--- src/rtl/event_irq_regs.vh ---
// Register offsets, field positions and reset values of the radio event interrupt block
`ifndef EVENT_IRQ_REGS_VH
`define EVENT_IRQ_REGS_VH

`define ADDR_LINE_A_SYS_MASK 10'h3C7
`define ADDR_LINE_A_PKT_MASK 10'h3C8
`define ADDR_LINE_B_SYS_MASK 10'h3C9
`define ADDR_LINE_B_PKT_MASK 10'h3CA
`define ADDR_SYS_FLAGS 10'h3CB
`define ADDR_PKT_FLAGS 10'h3CC
`define ADDR_BATT_TRIP_CFG 10'h3E6

`define RST_SYS_MASK 8'h02
`define RST_PKT_MASK 8'h00
`define RST_SYS_FLAGS 8'h00
`define RST_PKT_FLAGS 8'h00
`define RST_BATT_TRIP_CFG 8'h00

`define SYS_VALID_BITS 8'h3E
`define PKT_VALID_BITS 8'h1F

`define SYS_BIT_CHIP_AVAILABLE 1
`define SYS_BIT_WAKEUP_TIMEOUT 2
`define SYS_BIT_CONTROLLER_READY 3
`define SYS_BIT_POWER_ON_RESET 4
`define SYS_BIT_BATTERY_ALERT 5

`define PKT_BIT_CHANNEL_CHECK_DONE 0
`define PKT_BIT_SFD_DETECTED 1
`define PKT_BIT_SFD_SENT 2
`define PKT_BIT_FRAME_RECEIVED 3
`define PKT_BIT_TX_COMPLETE 4

`define TRIP_LEVEL_MSB 4
`define TRIP_LEVEL_LSB 0
`define TRIP_BASE_MV 13'h06A4
`define TRIP_STEP_MV 13'h003E

`endif

--- src/rtl/radio_event_interrupt_mux.v ---
// Radio event collection, battery trip detection and two-line interrupt steering
`timescale 1ns/1ps
`default_nettype none
`include "event_irq_regs.vh"

module radio_event_interrupt_mux (
    // Clock and reset
    input wire ref_clk,
    input wire rst,
    // Register port from the control interface
    input wire [9:0] reg_addr,
    input wire reg_wr_en,
    input wire [7:0] reg_wr_data,
    input wire reg_rd_en,
    output reg [7:0] reg_rd_data,
    output reg reg_rd_valid,
    // System event pulses
    input wire chip_available_pulse,
    input wire wakeup_timeout_pulse,
    input wire controller_ready_pulse,
    input wire power_on_reset_pulse,
    // Packet event pulses
    input wire channel_check_done_pulse,
    input wire sfd_detected_pulse,
    input wire sfd_sent_pulse,
    input wire frame_received_pulse,
    input wire tx_complete_pulse,
    // Battery monitor measurement in millivolts
    input wire [12:0] battery_supply_mv,
    // Interrupt request lines
    output wire irq_line_a,
    output wire irq_line_b,
    // Battery state
    output reg battery_low_reg
);

    // Control and status registers
    reg [7:0] line_a_system_event_mask_reg;
    reg [7:0] line_a_packet_event_mask_reg;
    reg [7:0] line_b_system_event_mask_reg;
    reg [7:0] line_b_packet_event_mask_reg;
    reg [7:0] system_event_flags_reg;
    reg [7:0] packet_event_flags_reg;
    reg [7:0] battery_trip_config_reg;

    reg [7:0] system_event_flags_next;
    reg [7:0] packet_event_flags_next;
    reg [7:0] reg_rd_data_next;

    // Event vectors and address hits
    wire [7:0] sys_events;
    wire [7:0] pkt_events;
    wire hit_line_a_sys;
    wire hit_line_a_pkt;
    wire hit_line_b_sys;
    wire hit_line_b_pkt;
    wire hit_sys_flags;
    wire hit_pkt_flags;
    wire hit_batt_cfg;

    // Battery comparator
    wire [4:0] trip_level_code;
    wire [12:0] trip_mv;
    wire battery_low_next;
    wire battery_alert_event;

    // Address decode
    assign hit_line_a_sys = (reg_addr == `ADDR_LINE_A_SYS_MASK);
    assign hit_line_a_pkt = (reg_addr == `ADDR_LINE_A_PKT_MASK);
    assign hit_line_b_sys = (reg_addr == `ADDR_LINE_B_SYS_MASK);
    assign hit_line_b_pkt = (reg_addr == `ADDR_LINE_B_PKT_MASK);
    assign hit_sys_flags = (reg_addr == `ADDR_SYS_FLAGS);
    assign hit_pkt_flags = (reg_addr == `ADDR_PKT_FLAGS);
    assign hit_batt_cfg = (reg_addr == `ADDR_BATT_TRIP_CFG);

    // Trip voltage from the configured code
    assign trip_level_code = battery_trip_config_reg[`TRIP_LEVEL_MSB:`TRIP_LEVEL_LSB];
    // Largest trip is 1700 + 62 * 31 = 3622 mV, fits in 13 bits
    assign trip_mv = `TRIP_BASE_MV + (`TRIP_STEP_MV * {8'h00, trip_level_code});
    // Compared every cycle, so a new trip code takes effect at once
    // and a code raised above a steady supply counts as a crossing
    assign battery_low_next = (battery_supply_mv < trip_mv);
    // Only the falling crossing raises an event, so a flat low supply
    // does not refill the flag right after software clears it
    assign battery_alert_event = battery_low_next & ~battery_low_reg;

    // System event vector; reserved positions never set
    assign sys_events[0] = 1'b0;
    assign sys_events[`SYS_BIT_CHIP_AVAILABLE] = chip_available_pulse;
    assign sys_events[`SYS_BIT_WAKEUP_TIMEOUT] = wakeup_timeout_pulse;
    assign sys_events[`SYS_BIT_CONTROLLER_READY] = controller_ready_pulse;
    assign sys_events[`SYS_BIT_POWER_ON_RESET] = power_on_reset_pulse;
    assign sys_events[`SYS_BIT_BATTERY_ALERT] = battery_alert_event;
    assign sys_events[7:6] = 2'b00;

    // Packet event vector
    assign pkt_events[`PKT_BIT_CHANNEL_CHECK_DONE] = channel_check_done_pulse;
    assign pkt_events[`PKT_BIT_SFD_DETECTED] = sfd_detected_pulse;
    assign pkt_events[`PKT_BIT_SFD_SENT] = sfd_sent_pulse;
    assign pkt_events[`PKT_BIT_FRAME_RECEIVED] = frame_received_pulse;
    assign pkt_events[`PKT_BIT_TX_COMPLETE] = tx_complete_pulse;
    assign pkt_events[7:5] = 3'b000;

    // Flags: writing a one clears; an event in the same cycle wins
    always @* begin
        system_event_flags_next = system_event_flags_reg;
        packet_event_flags_next = packet_event_flags_reg;
        if (reg_wr_en && hit_sys_flags) begin
            system_event_flags_next = system_event_flags_reg & ~reg_wr_data;
        end
        if (reg_wr_en && hit_pkt_flags) begin
            packet_event_flags_next = packet_event_flags_reg & ~reg_wr_data;
        end
        system_event_flags_next = (system_event_flags_next | sys_events) & `SYS_VALID_BITS;
        packet_event_flags_next = (packet_event_flags_next | pkt_events) & `PKT_VALID_BITS;
    end

    always @(posedge ref_clk) begin
        if (rst) begin
            system_event_flags_reg <= `RST_SYS_FLAGS;
            packet_event_flags_reg <= `RST_PKT_FLAGS;
            battery_low_reg <= 1'b0;
        end else begin
            system_event_flags_reg <= system_event_flags_next;
            packet_event_flags_reg <= packet_event_flags_next;
            battery_low_reg <= battery_low_next;
        end
    end

    // Mask and configuration writes; reserved bits are kept at zero
    always @(posedge ref_clk) begin
        if (rst) begin
            line_a_system_event_mask_reg <= `RST_SYS_MASK;
            line_a_packet_event_mask_reg <= `RST_PKT_MASK;
            line_b_system_event_mask_reg <= `RST_SYS_MASK;
            line_b_packet_event_mask_reg <= `RST_PKT_MASK;
            battery_trip_config_reg <= `RST_BATT_TRIP_CFG;
        end else if (reg_wr_en) begin
            if (hit_line_a_sys) begin
                line_a_system_event_mask_reg <= reg_wr_data & `SYS_VALID_BITS;
            end else if (hit_line_a_pkt) begin
                line_a_packet_event_mask_reg <= reg_wr_data & `PKT_VALID_BITS;
            end else if (hit_line_b_sys) begin
                line_b_system_event_mask_reg <= reg_wr_data & `SYS_VALID_BITS;
            end else if (hit_line_b_pkt) begin
                line_b_packet_event_mask_reg <= reg_wr_data & `PKT_VALID_BITS;
            end else if (hit_batt_cfg) begin
                battery_trip_config_reg <= {3'b000, reg_wr_data[`TRIP_LEVEL_MSB:`TRIP_LEVEL_LSB]};
            end
        end
    end

    // Read path; unmapped addresses read zero
    always @* begin
        if (hit_line_a_sys) begin
            reg_rd_data_next = line_a_system_event_mask_reg;
        end else if (hit_line_a_pkt) begin
            reg_rd_data_next = line_a_packet_event_mask_reg;
        end else if (hit_line_b_sys) begin
            reg_rd_data_next = line_b_system_event_mask_reg;
        end else if (hit_line_b_pkt) begin
            reg_rd_data_next = line_b_packet_event_mask_reg;
        end else if (hit_sys_flags) begin
            reg_rd_data_next = system_event_flags_reg;
        end else if (hit_pkt_flags) begin
            reg_rd_data_next = packet_event_flags_reg;
        end else if (hit_batt_cfg) begin
            reg_rd_data_next = battery_trip_config_reg;
        end else begin
            reg_rd_data_next = 8'h00;
        end
    end

    // Read data holds until the next read; valid is the read strobe delayed one cycle.
    // A read meeting a write in one cycle returns the old contents.
    always @(posedge ref_clk) begin
        if (rst) begin
            reg_rd_data <= 8'h00;
            reg_rd_valid <= 1'b0;
        end else begin
            reg_rd_valid <= reg_rd_en;
            if (reg_rd_en) begin
                reg_rd_data <= reg_rd_data_next;
            end
        end
    end

    // Two request lines, each with its own pair of masks.
    // Lines are registered, so they trail a flag by one cycle.
    irq_line_gate #(
        .WIDTH(8)
    ) u_line_a (
        .ref_clk(ref_clk),
        .rst(rst),
        .sys_flags(system_event_flags_reg),
        .sys_mask(line_a_system_event_mask_reg),
        .pkt_flags(packet_event_flags_reg),
        .pkt_mask(line_a_packet_event_mask_reg),
        .irq_reg(irq_line_a)
    );

    irq_line_gate #(
        .WIDTH(8)
    ) u_line_b (
        .ref_clk(ref_clk),
        .rst(rst),
        .sys_flags(system_event_flags_reg),
        .sys_mask(line_b_system_event_mask_reg),
        .pkt_flags(packet_event_flags_reg),
        .pkt_mask(line_b_packet_event_mask_reg),
        .irq_reg(irq_line_b)
    );

endmodule // radio_event_interrupt_mux

`default_nettype wire

--- src/rtl/irq_line_gate.v ---
// One interrupt request line: masks both flag registers and drives the line
`timescale 1ns/1ps
`default_nettype none

module irq_line_gate #(
    parameter WIDTH = 8
) (
    // Clock and reset
    input wire ref_clk,
    input wire rst,
    // Flags and masks
    input wire [WIDTH-1:0] sys_flags,
    input wire [WIDTH-1:0] sys_mask,
    input wire [WIDTH-1:0] pkt_flags,
    input wire [WIDTH-1:0] pkt_mask,
    // Request line
    output reg irq_reg
);

    wire irq_next;

    assign irq_next = (|(sys_flags & sys_mask)) | (|(pkt_flags & pkt_mask));

    always @(posedge ref_clk) begin
        if (rst) begin
            irq_reg <= 1'b0;
        end else begin
            irq_reg <= irq_next;
        end
    end

endmodule // irq_line_gate

`default_nettype wire

--- config.mk ---
export PLATFORM = sky130hd
export DESIGN_NAME = radio_event_interrupt_mux
export DESIGN_NICKNAME = d
export VERILOG_FILES = /design/src/rtl/radio_event_interrupt_mux.v /design/src/rtl/irq_line_gate.v
export VERILOG_INCLUDE_DIRS = /design/src /design/src/rtl
export SDC_FILE = /design/constraint.sdc
export NUM_CORES = 1
export LEC_CHECK = 0
export BUFFER_PORTS_ARGS = -buffer_cell sky130_fd_sc_hd__clkbuf_2
export CORE_UTILIZATION = 35
export CTS_BUF_LIST = sky130_fd_sc_hd__clkbuf_16
export DETAILED_ROUTE_END_ITERATION = 10
export PLACE_DENSITY = 0.65
export SLEW_MARGIN = 5
export SYNTH_ARGS = -nofsm -noshare
export SYNTH_HDL_FRONTEND = slang
export SYNTH_SLANG_ARGS = --single-unit
--- constraint.sdc ---
create_clock -name ref_clk -period 4.9 [get_ports ref_clk]
set_clock_uncertainty 0.15 [all_clocks]
set_input_delay 0.98 -clock ref_clk [delete_from_list [all_inputs] [get_ports ref_clk]]
set_output_delay 0.98 -clock ref_clk [all_outputs]
set_load 0.02 [all_outputs]
## Word-level counts from Yosys, hierarchy flattened

Cells that the tools add are included.

| word-level totals | value |
|---|---|
| flip-flop bits (word level) | 47 |
| input port bits | 44 |
| logic and storage cells | 59 |
| output and inout port bits | 12 |

| cells by class | value |
|---|---|
| multipliers | 1 |
| eq/ne operators | 7 |
| multiplexer cells | 9 |
| magnitude comparators | 1 |
| reduce and logical (&&, ||, !) cells | 11 |
| bitwise gates (word level) | 17 |
| $add $sub $neg | 1 |

Operators by type and width:

| kind | number |
|---|---|
| 10-bit equality test, second input constant | 7 |
| 8-bit two-way mux | 4 |
| 8-bit OR reduction | 4 |
| 6-bit AND | 3 |
| 5-bit AND | 3 |
| 5-bit two-way mux | 3 |
| 13-bit by 12-bit less-than comparator with 1-bit output | 1 |
| 11-bit by 11-bit adder with 12-bit output, first input constant | 1 |
| 6-bit two-way mux | 2 |
| 5-bit by 5-bit multiplier with 10-bit output, first input constant | 1 |
| 6-bit inverter | 1 |
| 6-bit bitwise OR | 1 |
| 6-bit AND reduction | 1 |
| 1-bit inverter | 5 |
| 5-bit bitwise OR | 1 |
| 5-bit AND reduction | 1 |
| 4-bit AND reduction | 1 |
| 3-bit AND reduction | 1 |
| 1-bit logical AND | 2 |
| 1-bit bitwise OR | 2 |
| 2-bit AND reduction | 1 |
| 1-bit AND | 1 |

## Depth between registers and ports, before layout

Gate-level depths: netlist (run 1).

| depth | value |
|---|---|
| depth after elaboration | 8 |
| depth in mapped cells | 16 |
| gate-level depth less buffers | 16 |

## Cells and area by module

A second synthesis (run 1) with hierarchy kept.

| second synthesis, totals | value |
|---|---|
| cell total of the unflattened synthesis | 371 |
| area, all modules | 3256.9 µm² |

By module, submodules not included:

| module | sequential area each (µm²) | area an instance (µm²) | times used | cells each |
|---|---|---|---|---|
| radio_event_interrupt_mux | 860.8 | 3044.2 | 1 | 349 |
| irq_line_gate | 20.0 | 106.4 | 2 | 11 |

## Worst setup path before layout (run 1)

No wires, ideal clock.

| path | value |
|---|---|
| path type | register to register |
| start point | register battery_trip_config_reg[2] |
| end point | register battery_low_reg |
| data required time | 4680 ps |
| path slack | 380 ps |
| buffers on the path | 0 |
| clock period less this slack | 4520 ps |
| setup time | 70 ps |
| arrival time | 4300 ps |
| cell stages (with the launch flop) | 17 |
| path through | dfxtp_1 -> fa_1 -> inv_1 -> fa_1 -> fa_1 -> inv_1 -> ha_1 -> xor2_1 -> nor2b_1 -> nor3_1 -> xor2_1 -> ha_1 -> a21o_1 -> a211o_1 -> a311oi_1 -> o21bai_1 -> a21oi_1 |

| between the ends | value |
|---|---|
| longest elaborated chain between the ends | 3 |

Ends and longest elaborated chain:

| element | line | text |
|---|---|---|
| start: declaration | radio_event_interrupt_mux.v:44 | `reg [7:0] battery_trip_config_reg;` |
| start signal: assignment | radio_event_interrupt_mux.v:137 | `` battery_trip_config_reg <= `RST_BATT_TRIP_CFG; `` |
| start signal: assignment | radio_event_interrupt_mux.v:148 | `` battery_trip_config_reg <= {3'b000, reg_wr_data[`TRIP_LEVEL_MSB:`TRIP_LEVEL_LSB]}; `` |
| 5-bit by 5-bit multiplier with 10-bit output (no line) | n/a |  |
| 11-bit by 11-bit adder with 12-bit output (no line) | n/a |  |
| 13-bit by 12-bit less-than comparator with 1-bit output | radio_event_interrupt_mux.v:82 | `assign battery_low_next = (battery_supply_mv < trip_mv);` |
| end signal: assignment | radio_event_interrupt_mux.v:126 | `battery_low_reg <= battery_low_next;` |
| end: declaration | radio_event_interrupt_mux.v:34 | `output reg battery_low_reg` |

No other way between the ends.
A chain may end at the register's enable or synchronous reset.

## Worst setup path in the final report (run 1)

| path | value |
|---|---|
| start point | register battery_trip_config_reg[4] |
| end point | register battery_low_reg |

Same word-level chain as after synthesis.

==> results of run 1 <==
==> logic make-up (layout without fill, tap and decap cells) <==
logic type	count (synthesis)	in the layout	synth area share, %
other cells	1	2	0.115
fa+ha+maj	40	40	17.2
compound gates	86	86	18.2
mux	21	21	6.49
flops	45	45	27.6
xor+xnor	11	11	2.96
simple gates	123	123	22.5
buf+inv	37	86	4.84
==> cell type report <==
cell class / instances / area (um2)
flip-flops and latches: 45 / 901
clock buffers: 5 / 125
clock inverters: 3 / 17.5
inverters: 24 / 90.1
well taps: 108 / 135
fillers: 888 / 5060
multi-input cells: 283 / 2240
repair buffers: 54 / 280
==> cell usage after synthesis, drive strengths merged, types with 2 or more instances <==
cell | number | area, um2
a211o | 5 | 43.8
a211oi | 2 | 15.0
a21o | 3 | 22.5
a21oi | 23 | 115
a221oi | 6 | 52.6
a222oi | 3 | 30.0
a22o | 4 | 35.0
a22oi | 3 | 27.5
a31oi | 8 | 50.1
and3 | 4 | 25.0
buf | 6 | 41.3
clkbuf | 7 | 26.3
dfxtp | 45 | 901
fa | 8 | 160
ha | 32 | 400
inv | 24 | 90.1
mux2i | 20 | 200
nand2 | 22 | 82.6
nand2b | 13 | 81.3
nand3 | 8 | 40.0
nand3b | 2 | 15.0
nand4 | 7 | 58.8
nand4bb | 3 | 50.1
nor2 | 41 | 156
nor2b | 2 | 12.5
nor3 | 7 | 46.3
nor3b | 2 | 15.0
nor4 | 6 | 92.6
o2111ai | 2 | 17.5
o21ai | 13 | 65.1
o2bb2ai | 4 | 35.0
xnor2 | 5 | 43.8
xor2 | 6 | 52.6
==> per-stage QoR <==
stage          power (W)  std cells  worst slack (ps)  hold WS [ps]
4_1_cts         0.000797        522               149           344
5_1_grt         0.000828        522             -22.0           360
3_5_place_dp    0.000476        514               172           327
3_3_place_gp    0.000474        514               241           332
2_1_floorplan   0.000436        365               380           318
6_report        0.000795        522               294           337
==> per-layer routing <==
layer | up-vias | global-route usage (%) | routed length (um)
met3 | 22 | 2.91 | 404
met2 | 78 | 30.2 | 3950
met1 | 1332 | 22.2 | 3650
li1 | 1419 | - | -
met5 | - | 0 | 0
met4 | 0 | 7.69 | 256
==> repair_timing <==
action / CTS / global route
endpoints found under the setup margin: 0 / 2
resized for setup: 0 / 6
hold buffers: 0 / 0
==> power groups by stage <==
| stage | registers, W | logic (W) | clock network [W] |
|---|---|---|---|
| final | 0.000385 | 0.0000857 | 0.000325 |
| after global routing | 0.000385 | 0.0000939 | 0.000349 |
| after CTS | 0.000384 | 0.0000840 | 0.000329 |
| after detailed placement | 0.000392 | 0.0000838 | 0 |
| after global placement | 0.000392 | 0.0000816 | 0 |
| after floorplan | 0.000391 | 0.0000443 | 0 |
==> worst reg2reg max path: cells and delay by family (launching register included) <==
kind / cells / cell delay, ps
adder cells (fa/ha/maj): 5 / 2120
XOR/XNOR: 1 / 190
AO/OA/AOI/OAI: 6 / 1280
flip-flops: 1 / 320
AND/OR/NAND/NOR: 2 / 330
buffers and inverters: 2 / 160
==> worst min-delay path by stage <==
stage / from / end / slack, ps / cells after the start
after detailed placement: reg_rd_data[2] / reg_rd_data[2] / 330 / 2
final: reg_rd_data[4] / reg_rd_data[4] / 340 / 2
after CTS: reg_rd_data[4] / reg_rd_data[4] / 340 / 2
after floorplan: line_b_system_event_mask_reg[1] / line_b_system_event_mask_reg[1] / 320 / 2
after global placement: reg_rd_data[4] / reg_rd_data[4] / 330 / 2
after global routing: reg_rd_data[3] / reg_rd_data[3] / 360 / 2
==> impl_metrics.toml, run 1 <==
[outcome]
run_status = "complete, but fails checks"
violations = "DRC"

[pwr]
sequentialPowerShare_pct = 48.4
power_frac_comb_pct = 10.8
power_switching_w = 0.000201
power_density_nw_per_um2 = 210
p_sw_share_pct = 25.2
leakage_nw = 1.68
pwr-share-clk_pct = 40.8
p_int_w = 0.000595
vdd_drop_max_uv = 214

[timing]
slew_headroom_pct = 42.1
period_needed_ps = 4610
post-route-period-util_pct = 94.0
setup_viol = 0
timing.fmax_mhz = 217
tightest_slew_ps = 868
hold_viol_final = 0
fin_tns_setup_ps = 0
slew_violations = 0

[clock_network]
post-cts-setup-buffer-count = 0
path_clk_slew_ps = 60
clk_latency_ps = 290
cts_made_buffers = 5
clockRootBuffer = "clkbuf_16"
htreeDepth = 2
cts.sinks = 45
cts_tree = "yes"
clockBufferDepth = 2

[critical_path]
worstSetupStartpoint = "battery_trip_config_reg[4]"
critPathRequiredTime_ps = 4970
endpoint_kind = "flip-flop"
cpPeakStageDelay_ps = 600
crit_family = "adder cells"
r2r_end = "battery_low_reg"
cp_slowest_cell = "fa_1"
cp_num_buf_inv = 2
cp.arrival_ps = 4680
crit_cells = 16
regToRegSetupSlack_ps = 290
crit_end = "battery_low_reg"
crit_path_max_fanout = 5
critPathKind = "flip-flop to flip-flop"
start_kind = "flip-flop"
crit_chain = "fa_1, inv_1, fa_1, fa_1, inv_1, ha_4, and3_1, o21a_1, nor2_2, xor2_1, ha_1, a21o_1, a211o_1, a311oi_2, o21bai_1, a21oi_2"
reg2regPathDepth = 16
path_common_cell = "fa_1"
worstReg2RegStart = "battery_trip_config_reg[4]"

[yosys]
yosysWarnings = 0
yosysSeqAreaShare_pct = 27.6
synth_edf_count = 0
syn_avg_cell_area_um2 = 8.95
yosys_most_used_dff = "dfxtp_1"
synthesis.area_um2 = 3260
synth-async-reset-ratio_pct = 0
synth.distinct_cells = 61
netlist_instances = 364
ys_ff_latch = 45

[job]
cap_violations = 0

[placement]
post_dp_cell_area_um2 = 3610
io_buffers = 50
dp.final_hpwl_um = 6590
place.gp.congestion = 0.908

[floorplanning]
row_count = 34
initial_core_util_pct = 36.8
dieArea_um2 = 9700
die_y_um = 98.5
die_x_um = 98.5
io_pins = 56
coreArea_um2 = 8850

[detailed_routing]
route.detailed.drc = 3
vias_per_cell = 5.46
postRouteAntennaNets = 0
first_pass_iters = 9
drt_iter0_drc = 148
vias = 2851
wirelength_um = 8260
avgRoutedWirePerCell_um = 15.8

[finish]
diodes = 0
largest_register_ffs = 6
final_area_um2 = 3790
syn_to_final_growth_pct = 16.3
final_common_cell = "clkbuf_2"
final_cell_mix = "clkbuf_2, dfxtp_1, nor2_1"
nNetsFinal = 497
fin_util_pct = 42.8
drive_gt1_share_pct = 20.0
regMostFlops = "reg_rd_data"

[global_route]
grt_pass1_wl_um = 13700
antenna_found_initial = 0
grt_pass1_vias = 2869
gr-total-overflow = 0
track_usage_pct = 17.7
grt_max_degree = 44

[worst_hold_path]
hp-class = "flip-flop to flip-flop"
Power figures use the tool's default switching activity.
==> inputs of run 2 (changes only) <==
==> constraint.sdc (replaced) <==
create_clock -name ref_clk -period 4.9 [get_ports ref_clk]
set_clock_uncertainty 0.15 [all_clocks]
set_input_delay 0 -clock ref_clk [delete_from_list [all_inputs] [get_ports ref_clk]]
set_output_delay 0 -clock ref_clk [all_outputs]
set_load 0.02 [all_outputs]
==> run 2 against run 1 <==
  * The run now ends clean
  * Design area is 6.0% higher
  * Hold slack got worse by 290 ps
  * Cell count increased by 4.4%
  * Count of clock-buffer cells in the layout stayed put
  * Clock power down 1%
  * Sequential share of layout area fell by 1.3 points
  * Via count increased by 4.1%
==> impl_metrics.toml, run 2 (synthesis gave the netlist of run 1 again) <==
[pwr]
power_switching_w = 0.000201
leakage_nw = 1.79
vdd_drop_max_uv = 167
power_frac_comb_pct = 12.5
p_int_w = 0.000605
sequentialPowerShare_pct = 47.7
total_power_w = 0.000806
p_sw_share_pct = 24.9
pwr-share-clk_pct = 39.8
power_density_nw_per_um2 = 201

[detailed_routing]
first_pass_iters = 7
avgRoutedWirePerCell_um = 15.8
drt_iter0_drc = 178
vias_per_cell = 5.44
vias = 2967
route.detailed.drc = 0
postRouteAntennaNets = 0
wirelength_um = 8590

[placement]
place_ws_ps = 49.3
place.gp.congestion = 0.912
dp.final_hpwl_um = 6660
io_buffers = 50

[finish]
seqCellArea_um2 = 902
diodes = 0
syn_to_final_growth_pct = 23.3
regMostFlops = "reg_rd_data"
largest_register_ffs = 6
multi_input_area_um2 = 2240
fin_util_pct = 45.4
final_common_cell = "clkbuf_2"
drive_gt1_share_pct = 19.0
nNetsFinal = 520
final_cell_mix = "clkbuf_2, dfxtp_1, nor2_1"
fillCellCount = 891

[critical_path]
cp_slowest_cell = "fa_1"
cp.arrival_ps = 4650
path_common_cell = "fa_1"
cp_num_buf_inv = 2
start_kind = "flip-flop"
critPathRequiredTime_ps = 4970
crit_chain = "fa_1, inv_1, fa_1, fa_1, inv_1, ha_2, and3_1, o21a_1, nor2_2, xor2_1, ha_1, a21o_1, a211o_1, a311oi_2, o21bai_1, a21oi_1"
crit_family = "adder cells"
crit_path_max_fanout = 5
endpoint_kind = "flip-flop"
crit_cells = 16
critPathKind = "flip-flop to flip-flop"
cpPeakStageDelay_ps = 610
reg2regPathDepth = 16

[floorplanning]
row_count = 34
io_pins = 56
initial_core_util_pct = 36.8
die_x_um = 98.5
die_y_um = 98.5
dieArea_um2 = 9700
coreArea_um2 = 8850

[outcome]
run_status = "complete, no violations"

[timing]
setup_slack_ps = 323
hold_viol_final = 0
slew_headroom_pct = 40.3
tightest_slew_ps = 895
setup_viol = 0
slew_violations = 0
post-route-period-util_pct = 93.4
period_needed_ps = 4580
timing.fmax_mhz = 218

[clock_network]
clockBufferDepth = 2
path_clk_slew_ps = 60
clockRootBuffer = "clkbuf_16"
clk_latency_ps = 290
cts_made_buffers = 5
cts_tree = "yes"
htreeDepth = 2
cts.sinks = 45

[global_route]
grt_max_degree = 44
antenna_found_initial = 0
track_usage_pct = 18.6
gr-total-overflow = 0
grt_pass1_wl_um = 14300
grt_pass1_vias = 2981

[job]
cap_violations = 0

[worst_hold_path]
hp-class = "input port to flip-flop"
holdPathStages = 4
[run 2: changes by cell type in the layout (fill, tap and decap cells not counted), sizes merged]
cell and delta:
inv +2, clkinv -2, dlygate4sd3 +23
[run 2: tightest hold or removal path: stages]
cell	delay (ps)
clkbuf_2	180
nor4_4	110
nand3_1	90
a21oi_1	60
[run 2: cell type report]
type	instances	area share [%]
Multi-Input combinational cell	283	55.7
Sequential cell	45	22.5
Timing Repair Buffer	77	12.7
Tap cell	108	3.36
Clock buffer	5	3.12
Inverter	24	2.24
Clock inverter	3	0.374
[run 2: routing by layer]
layer / global-route usage [%] / share of wire (%)
met1: 22.9 / 43
met2: 33.2 / 50
met3: 2.20 / 5.5
met4: 7.23 / 1.9
met5: 0 / 0
[run 2: final timing paths]
kind	start	to	slack, ps
worst max-delay path	battery_trip_config_reg[3]	battery_low_reg	320
worst min-delay path	reg_addr[4]	battery_trip_config_reg[4]	50
worst max register to register	battery_trip_config_reg[3]	battery_low_reg	320
worst min register to register	reg_rd_data[3]	reg_rd_data[3]	340
[run 2: per-stage QoR]
step	area [um2]	setup TNS [ps]	hold WS, ps	cells
3_3_place_gp	3590	0	55.6	512
3_5_place_dp	3590	0	65.8	512
4_1_cts	3970	0	47.7	543
5_1_grt	4020	-31.1	67.4	545
6_report	4020	0	47.3	545
2_1_floorplan	3260	0	-32.6	365
[run 2: what timing repair did]
action / CTS / global route
buffers inserted: 0 / 2
hold buffers: 23 / 0
hold endpoints to repair: 38 / 0
setup endpoints to repair: 0 / 2
gates resized for setup: 0 / 8
[run 2: power by group through the flow]
stage	logic [W]	registers, W	clock network [W]
6_report	0.000100	0.000385	0.000321
5_1_grt	0.000110	0.000385	0.000345
4_1_cts	0.0000994	0.000384	0.000327
3_5_place_dp	0.0000840	0.000392	0
3_3_place_gp	0.0000818	0.000392	0
2_1_floorplan	0.0000443	0.000391	0
